<file path="config.mk">
export PLATFORM = sky130hd
export DESIGN_NAME = idcode_device_flat
export DESIGN_NICKNAME = d
export VERILOG_FILES = /design/src/hw/idcode_pkg.sv /design/src/hw/idcode_if.sv /design/src/hw/idcode_device.sv /design/src/flat_wrapper.sv
export SDC_FILE = /design/constraint.sdc
export NUM_CORES = 1
export LEC_CHECK = 0
export BUFFER_PORTS_ARGS = -buffer_cell sky130_fd_sc_hd__buf_2
export CORE_ASPECT_RATIO = 0.7
export CORE_MARGIN = 2
export CORE_UTILIZATION = 25
export CTS_BUF_LIST = sky130_fd_sc_hd__clkbuf_4 sky130_fd_sc_hd__clkbuf_8 sky130_fd_sc_hd__clkbuf_16
export DETAILED_ROUTE_END_ITERATION = 8
export GPL_TIMING_DRIVEN = 0
export PLACE_DENSITY = 0.42
export SYNTH_ARGS = -nofsm -noshare
export SYNTH_HDL_FRONTEND = slang
export SYNTH_SLANG_ARGS = --single-unit
</file>
<file path="constraint.sdc">
create_clock -name clk_sys -period 3.45 [get_ports clk_sys]
set_input_delay 0.345 -clock clk_sys [delete_from_list [all_inputs] [get_ports clk_sys]]
set_output_delay 0.345 -clock clk_sys [all_outputs]
set_load 0.02 [all_outputs]
</file>
<file path="src/hw/idcode_pkg.sv">
// Shared constants for the identification code and check block.
// Assumes both ends are built from the same package revision.
package idcode_pkg;
  // ----------------------------------------------------------------
  // Identification code layout
  // ----------------------------------------------------------------
  localparam int unsigned ID_BITS = 64;
  localparam int unsigned TYPE_LSB = 0;
  localparam int unsigned TYPE_BITS = 8;
  localparam int unsigned SERIAL_LSB = 8;
  localparam int unsigned SERIAL_BITS = 48;
  localparam int unsigned CHECK_LSB = 56;
  localparam int unsigned CHECK_BITS = 8;
  localparam int unsigned COVER_BITS = 56;
  // ----------------------------------------------------------------
  // Check generator: x^8 + x^5 + x^4 + 1, reflected form
  // ----------------------------------------------------------------
  localparam logic [7:0] CHECK_POLY_REFL = 8'h8C;
  localparam logic [7:0] CHECK_INIT = 8'h00;
  // ----------------------------------------------------------------
  // Command layer
  // ----------------------------------------------------------------
  localparam int unsigned CMD_BITS = 8;
  localparam int unsigned CMD_COUNT = 8;
  localparam int unsigned CNT_BITS = 7;

  typedef enum logic [2:0] {
    ROM_READ, ROM_MATCH, ROM_SEARCH, ROM_COND_SEARCH,
    ROM_SKIP, ROM_FAST_SKIP, ROM_FAST_MATCH, ROM_RESUME
  } rom_cmd_t;

  typedef enum logic [1:0] {
    AREA_SRAM, AREA_REG_PAGE, AREA_PASSWORD, AREA_LOG
  } area_t;

  // One step of the shift-register check generator, one bit in.
  function automatic logic [7:0] check_step(input logic [7:0] crc, input logic bit_in);
    logic fb;
    fb = crc[0] ^ bit_in;
    check_step = (crc >> 1) ^ (fb ? CHECK_POLY_REFL : 8'h00);
  endfunction : check_step
endpackage : idcode_pkg

</file>
<file path="src/hw/idcode_if.sv">
// Bit-serial link between the bus master and the code-holding device.
// Assumes one shared clock; one bit moves per cycle with bit_valid high.
`timescale 1ns/10ps
`default_nettype none
interface idcode_if;
  logic bit_valid;   // Master to device: bit strobe for commands
  logic bit_data;    // Master to device: bit, LSB first
  logic frame_start; // Master to device: start of a transaction
  logic read_req;    // Master requests one bit from the device
  logic rd_valid;    // Device to master: answer bit strobe
  logic rd_data;     // Device to master: answer bit
  logic fast_mode;   // Device: high-speed mode level

  modport device (
    input bit_valid, bit_data, frame_start, read_req,
    output rd_valid, rd_data, fast_mode
  );
  modport master (
    output bit_valid, bit_data, frame_start, read_req,
    input rd_valid, rd_data, fast_mode
  );
endinterface : idcode_if
`default_nettype wire

</file>
<file path="src/hw/idcode_device.sv">
// Device end: identification code, its check, command layer and access gate.
// Assumes the master keeps one transaction framed by frame_start.
`timescale 1ns/10ps
`default_nettype none
module idcode_device
  import idcode_pkg::*;
#(
  parameter logic [7:0] TYPE_CODE = 8'h41,             // Arbitrary value
  parameter logic [47:0] SERIAL = 48'h0000_1234_5678   // Arbitrary value
) (
  // Clock and reset
  input wire logic clk_sys,
  input wire logic resetn,
  // Link
  idcode_if.device link,
  // Mission and access
  input wire logic mission_run,
  input wire logic wr_req,
  input wire logic [1:0] wr_area,
  input wire logic rd_req,
  input wire logic [1:0] rd_area,
  output logic wr_allow,
  output logic rd_allow,
  output logic mem_open,
  output logic code_ok
);
  // ----------------------------------------------------------------
  // Code assembly
  // ----------------------------------------------------------------
  // Check computed at elaboration so the code is fixed by construction
  function automatic logic [7:0] cover_check(input logic [55:0] v);
    logic [7:0] c;
    c = CHECK_INIT;
    for (int i = 0; i < int'(COVER_BITS); i++) begin
      c = check_step(c, v[i]);
    end
    return c;
  endfunction : cover_check

  localparam logic [55:0] COVER = {SERIAL, TYPE_CODE};
  localparam logic [63:0] ID_CODE = {cover_check(COVER), COVER};

  // Field views placed by the shared layout; both ends must agree on it
  localparam logic [7:0] TYPE_FIELD = ID_CODE[TYPE_LSB +: TYPE_BITS];
  localparam logic [47:0] SERIAL_FIELD = ID_CODE[SERIAL_LSB +: SERIAL_BITS];
  localparam logic [7:0] CHECK_FIELD = ID_CODE[CHECK_LSB +: CHECK_BITS];

  // Refuse a layout whose fields do not tile the code or misplace a value
  if (TYPE_BITS + SERIAL_BITS + CHECK_BITS != ID_BITS ||
      TYPE_BITS + SERIAL_BITS != COVER_BITS) begin : g_tiling_bad
    $error("code fields do not tile the identification code");
  end
  if (TYPE_FIELD != TYPE_CODE || SERIAL_FIELD != SERIAL) begin : g_field_bad
    $error("type or serial value misplaced in the code");
  end

  // Three layers: ROM command, code readout, memory functions open
  typedef enum logic [1:0] {ST_ROM, ST_SEND, ST_MEM} dev_state_t;

  dev_state_t state_q, state_d;
  logic [6:0] cnt_q, cnt_d;
  logic [7:0] cmd_q, cmd_d;
  logic [7:0] crc_q, crc_d;
  logic fast_q, fast_d;
  logic open_q, open_d;
  logic rdv_q, rdv_d;
  logic rdd_q, rdd_d;
  logic ok_q, ok_d;

  // ----------------------------------------------------------------
  // Command layer and serial readout
  // ----------------------------------------------------------------
  // Code bits stream out on bus power only; nothing here needs battery state
  always_comb begin
    state_d = state_q;
    cnt_d = cnt_q;
    cmd_d = cmd_q;
    crc_d = crc_q;
    fast_d = fast_q;
    open_d = open_q;
    rdv_d = 1'b0;
    rdd_d = rdd_q;
    ok_d = ok_q;
    if (link.frame_start) begin
      state_d = ST_ROM;
      cnt_d = '0;
      open_d = 1'b0;
    end else begin
      unique case (state_q)
        ST_ROM: begin
          if (link.bit_valid) begin
            cmd_d = {link.bit_data, cmd_q[7:1]};
            cnt_d = cnt_q + 7'd1;
            if (cnt_q == 7'(CMD_BITS - 1)) begin
              cnt_d = '0;
              open_d = 1'b1;
              state_d = ST_MEM;
              if (cmd_d[2:0] == 3'(ROM_READ)) begin
                state_d = ST_SEND;
                crc_d = CHECK_INIT;
                open_d = 1'b0;
              end
              // Fast mode is entered only from standard speed; a repeat changes nothing
              if (!fast_q && (cmd_d[2:0] == 3'(ROM_FAST_SKIP) ||
                  cmd_d[2:0] == 3'(ROM_FAST_MATCH))) begin
                fast_d = 1'b1;
              end
            end
          end
        end
        ST_SEND: begin
          if (link.read_req) begin
            rdv_d = 1'b1;
            rdd_d = ID_CODE[cnt_q[5:0]];
            // Own check runs beside the readout, so a damaged store shows as code_ok low
            if (cnt_q < 7'(COVER_BITS)) begin
              crc_d = check_step(crc_q, ID_CODE[cnt_q[5:0]]);
            end
            if (cnt_q == 7'(COVER_BITS)) begin
              ok_d = (crc_q == CHECK_FIELD);
            end
            cnt_d = cnt_q + 7'd1;
            if (cnt_q == 7'(ID_BITS - 1)) begin
              state_d = ST_MEM;
              open_d = 1'b1;
            end
          end
        end
        ST_MEM: begin
          state_d = ST_MEM;
        end
        default: state_d = ST_ROM;
      endcase
    end
  end

  // State registers; fast mode is left only by reset
  always_ff @(posedge clk_sys or negedge resetn) begin
    if (!resetn) begin
      state_q <= ST_ROM;
      cnt_q <= '0;
      cmd_q <= 8'h00;
      crc_q <= CHECK_INIT;
      fast_q <= 1'b0;
      open_q <= 1'b0;
      rdv_q <= 1'b0;
      rdd_q <= 1'b0;
      ok_q <= 1'b0;
    end else begin
      state_q <= state_d;
      cnt_q <= cnt_d;
      cmd_q <= cmd_d;
      crc_q <= crc_d;
      fast_q <= fast_d;
      open_q <= open_d;
      rdv_q <= rdv_d;
      rdd_q <= rdd_d;
      ok_q <= ok_d;
    end
  end

  assign link.rd_valid = rdv_q;
  assign link.rd_data = rdd_q;
  assign link.fast_mode = fast_q;
  assign mem_open = open_q;
  assign code_ok = ok_q;

  // ----------------------------------------------------------------
  // Access gate over the linear space
  // ----------------------------------------------------------------
  // Areas share one linear space; code and staging buffer live outside it
  always_comb begin
    wr_allow = 1'b0;
    rd_allow = 1'b0;
    if (open_q) begin
      // Every area code is decoded, so no access slips through a missing item
      unique case (area_t'(wr_area))
        AREA_SRAM: wr_allow = wr_req;
        AREA_REG_PAGE: wr_allow = wr_req && !mission_run;
        AREA_PASSWORD: wr_allow = wr_req;
        AREA_LOG: wr_allow = 1'b0;
      endcase
      unique case (area_t'(rd_area))
        AREA_PASSWORD: rd_allow = 1'b0;
        AREA_SRAM, AREA_REG_PAGE, AREA_LOG: rd_allow = rd_req;
      endcase
    end
  end
endmodule : idcode_device
`default_nettype wire

</file>
<file path="src/flat_wrapper.sv">
// flat-port wrapper written by rule: the top's interface ports become plain ports
module idcode_device_flat import idcode_pkg::*;
#(
  parameter logic [7:0] TYPE_CODE = 8'h41,                               
  parameter logic [47:0] SERIAL = 48'h0000_1234_5678                     
)
  (clk_sys, resetn, mission_run, wr_req, wr_area, rd_req, rd_area, wr_allow, rd_allow, mem_open, code_ok, link_bit_valid, link_bit_data, link_frame_start, link_read_req, link_rd_valid, link_rd_data, link_fast_mode);
  idcode_if link_i ();
  input wire logic clk_sys;
  input wire logic resetn;
  input wire logic mission_run;
  input wire logic wr_req;
  input wire logic [1:0] wr_area;
  input wire logic rd_req;
  input wire logic [1:0] rd_area;
  output logic wr_allow;
  output logic rd_allow;
  output logic mem_open;
  output logic code_ok;
  input wire logic [$bits(link_i.bit_valid)-1:0] link_bit_valid;
  input wire logic [$bits(link_i.bit_data)-1:0] link_bit_data;
  input wire logic [$bits(link_i.frame_start)-1:0] link_frame_start;
  input wire logic [$bits(link_i.read_req)-1:0] link_read_req;
  output wire logic [$bits(link_i.rd_valid)-1:0] link_rd_valid;
  output wire logic [$bits(link_i.rd_data)-1:0] link_rd_data;
  output wire logic [$bits(link_i.fast_mode)-1:0] link_fast_mode;
  assign link_i.bit_valid = link_bit_valid;
  assign link_i.bit_data = link_bit_data;
  assign link_i.frame_start = link_frame_start;
  assign link_i.read_req = link_read_req;
  assign link_rd_valid = link_i.rd_valid;
  assign link_rd_data = link_i.rd_data;
  assign link_fast_mode = link_i.fast_mode;
  idcode_device #(.TYPE_CODE(TYPE_CODE), .SERIAL(SERIAL)) u_core (.clk_sys(clk_sys), .resetn(resetn), .link(link_i), .mission_run(mission_run), .wr_req(wr_req), .wr_area(wr_area), .rd_req(rd_req), .rd_area(rd_area), .wr_allow(wr_allow), .rd_allow(rd_allow), .mem_open(mem_open), .code_ok(code_ok));
endmodule
</file>
==> results.md <==
- Run status: finished, final reports clean
- Arrival time of data at the critical path endpoint: 2480 ps
- Number of optimization iterations in the first detailed-route pass: 4
- Number of buffers on the longest clock path: 2
- PostCTS Resize Cnt: 0
- Area Overhead vs Synth: 19.8%
- Tot GR Track Use: 0.107
- Worst path top cell family by delay: compound AO/OA/AOI/OAI gates
- Kind of critical path: flip-flop to flip-flop
- Biggest area consumer among synthesized cells: sky130_fd_sc_hd__dfrtp_1
- CP startpoint kind: flip-flop
- Placement Rows: 24
- Largest net degree at the start of global routing: 30
- Final hold slack: 89.2 ps
- Portion of the clock cycle consumed by the worst path in the final layout: 0.671
- Series of cell instances along the critical path: inv_1 -> ha_1 -> nor2b_1 -> a2111oi_0 -> nor4_1 -> mux2_2 -> xnor2_1 -> o21ai_1
- Number of violations of the max-capacitance limit: 0
- Seq cells post-synth: 29
- Peak supply drop: 0.159 mV
- Antenna-violating nets left: 0
- CTS tree: done
- Worst r2r dst: u_core.crc_q[2]
- Number of hold violations in the final report: 0
- Post-route total power: 0.896 mW
- Core outline area: 6340 µm²
- Clock H-tree levels: 2
- First-pass GRT wire length: 5940 µm
- Yosys Warn Count: 0
- RSZ-0062 raised after global routing: no
- Detailed Route WL: 3430 µm
- Total Neg Setup Slack: 0 ps
- Net total in the final layout: 222
- Sort of element at the end of the critical path: flip-flop
- Clock edge transition at the registers on the reported setup and hold paths: 70 ps
- Placed instance count: 285
- Leakage: 0.885 nW
- Number of hold-repair buffers added at the cts stage: 0
- Met1 track demand over resource in global routing: 0.166
- Worst R2R Setup Slack: 1140 ps
- Mapped Nets: 196
- Crit-path max cell delay: 450 ps
- Cell at the root of the clock tree: sky130_fd_sc_hd__clkbuf_8
- Insertion delay to the later sink of the worst-skew pair: 280 ps
- Sequential share of the synthesized area: 0.437
- Cell variety after synth: 40
- Mapped Area: 1660 µm²
- Maximum fanout along the worst path: 6
- Overall overflow remaining after global route: 0
- Starting utilization of the core area: 0.262
- Setup fix buffers added after clock tree synthesis: 0
- Overall die width: 101 µm
- Quantity of I/O buffers inserted on ports: 19
- Req. time, crit path: 3620 ps
- Worst-case headroom to the max-slew limit: 0.562
- Fraction of met2 tracks used by global routing: 0.136
- Worst setup skew after layout: 9.22 ps
- Placer's final routability congestion estimate: 0.748
- TritonCTS sink count: 29
- Top-level port count: 20
- Top cell type's share of synthesized area: 0.437
- EDFF count, synth: 0
- Share of final-layout standard cells stronger than drive strength 1: 0.243
- Buffer and inverter count on the worst path: 1
- Slew at the pin with the worst max-slew slack: 651 ps
- Number of buffers created by CTS: 5
- Count of placed standard cells in the final layout, fillers left out: 293
- Syn Area/Cell: 9.49 µm²
- Commonest register cell after synthesis: sky130_fd_sc_hd__dfrtp_1
- Detailed Place HPWL: 2590 µm
- Vias in the first global route: 1204
- Antenna cell count: 0
- Total via count in the routed design: 1246
- DR DRC count: 0
- Slowest stage cell on the critical path: sky130_fd_sc_hd__dfrtp_1
- Reg-to-Reg Start: u_core.cnt_q[0]
- Power density cells: 450 nW/µm²
- Most Crowded Layer GR: met1
- Share of async-settable or async-resettable flops after synthesis: 1.00
- Final Setup Violations: 0
- Met3 demand-to-capacity share in global routing: 0.0347
- Path class of the lowest-slack min-delay path: primary input to asynchronous set/reset pin
- Maximum clock frequency: 0.432 GHz
- Vias per Instance: 4.25
- Most frequent cell after synthesis: sky130_fd_sc_hd__dfrtp_1
- Min Clock Period, post-route: 2310 ps
- Fin. max-slew vios: 0
- DIE HEIGHT: 72.2 µm
- Cell depth of the worst flop-to-flop path: 8
- Synth Instances: 175
- Main area contributors after synthesis: sky130_fd_sc_hd__dfrtp_1, sky130_fd_sc_hd__ha_1, sky130_fd_sc_hd__mux2_2
- Area of the die: 7320 µm²
- Drt wl/cell: 11.7 µm
- Post-synth top cells: sky130_fd_sc_hd__dfrtp_1, sky130_fd_sc_hd__nand2_1, sky130_fd_sc_hd__nor2_1
- Number of antenna violations at the first check in global routing: 0
- First DRT Iteration DRCs: 41
==> cells in the final DEF, fill, tap and decap left out, types with 7 or more instances in the layout <==
cell and n:
sky130_fd_sc_hd__a21oi_1 8, sky130_fd_sc_hd__buf_2 20, sky130_fd_sc_hd__dfrtp_1 29, sky130_fd_sc_hd__ha_1 8, sky130_fd_sc_hd__inv_1 10, sky130_fd_sc_hd__mux2_2 8
sky130_fd_sc_hd__nand2_1 24, sky130_fd_sc_hd__nor2_1 16, sky130_fd_sc_hd__xnor2_1 7
==> how the worst max path moves through the flow <==
| stage | end | depth (start not counted) | slack (ps) | start |
|---|---|---|---|---|
| final | u_core.crc_q[2] | 8 | 1140 | u_core.cnt_q[0] |
| after global routing | u_core.state_q[1] | 7 | 910 | u_core.cnt_q[0] |
| after CTS | u_core.crc_q[2] | 8 | 1110 | u_core.cnt_q[0] |
| after detailed placement | u_core.crc_q[2] | 8 | 1140 | u_core.cnt_q[0] |
| after global placement | u_core.crc_q[2] | 8 | 1070 | u_core.cnt_q[0] |
| after floorplan | u_core.crc_q[2] | 8 | 1450 | u_core.cnt_q[0] |
==> power breakdown <==
| part | switching [mW] | internal (mW) |
|---|---|---|
| logic | 0.0651 | 0.0661 |
| registers | 0.0262 | 0.374 |
| clock network | 0.130 | 0.235 |
| total | 0.222 | 0.675 |
==> per-stage QoR <==
stage | utilization | area [µm²] | worst slack, ps
4_1_cts | 0.314 | 1990 | 1110
5_1_grt | 0.314 | 1990 | 908
6_report | 0.314 | 1990 | 1140
2_1_floorplan | - | 1660 | 1450
3_3_place_gp | 0.295 | 1870 | 1070
3_5_place_dp | 0.295 | 1870 | 1140
==> sequential cells by signal, summed over array words and instances, names as in the netlist <==
name                   count
u_core.state_q             2
u_core.code_ok             1
u_core.crc_q               8
u_core.cnt_q               7
u_core.link.rd_data        1
u_core.cmd_q               7
u_core.link.fast_mode      1
u_core.link.rd_valid       1
u_core.mem_open            1
==> final cells by class <==
class | count | area (µm²)
fill | 665 | 4350
multi-input combinational | 130 | 860
sequential | 29 | 726
tap | 91 | 114
timing repair buffer | 19 | 95.1
clock buffer | 6 | 82.6
buffer | 6 | 38.8
clock inverter | 2 | 37.5
inverter | 10 | 37.5
==> logic make-up after synthesis <==
kind of cell,count (synthesis),share of synthesized area
compound gates,30,0.115
xor+xnor,10,0.0527
fa+ha+maj,8,0.0602
buf+inv,16,0.0459
flops,29,0.437
mux,12,0.0783
simple gates,70,0.211
==> metal layers <==
layer | part of all wire | up-vias
li1 | - | 651
met3 | 0.038 | 4
met2 | 0.37 | 24
met4 | 0.010 | 0
met5 | 0 | -
met1 | 0.58 | 567
No activity file was read; power rests on OpenSTA's default activity.
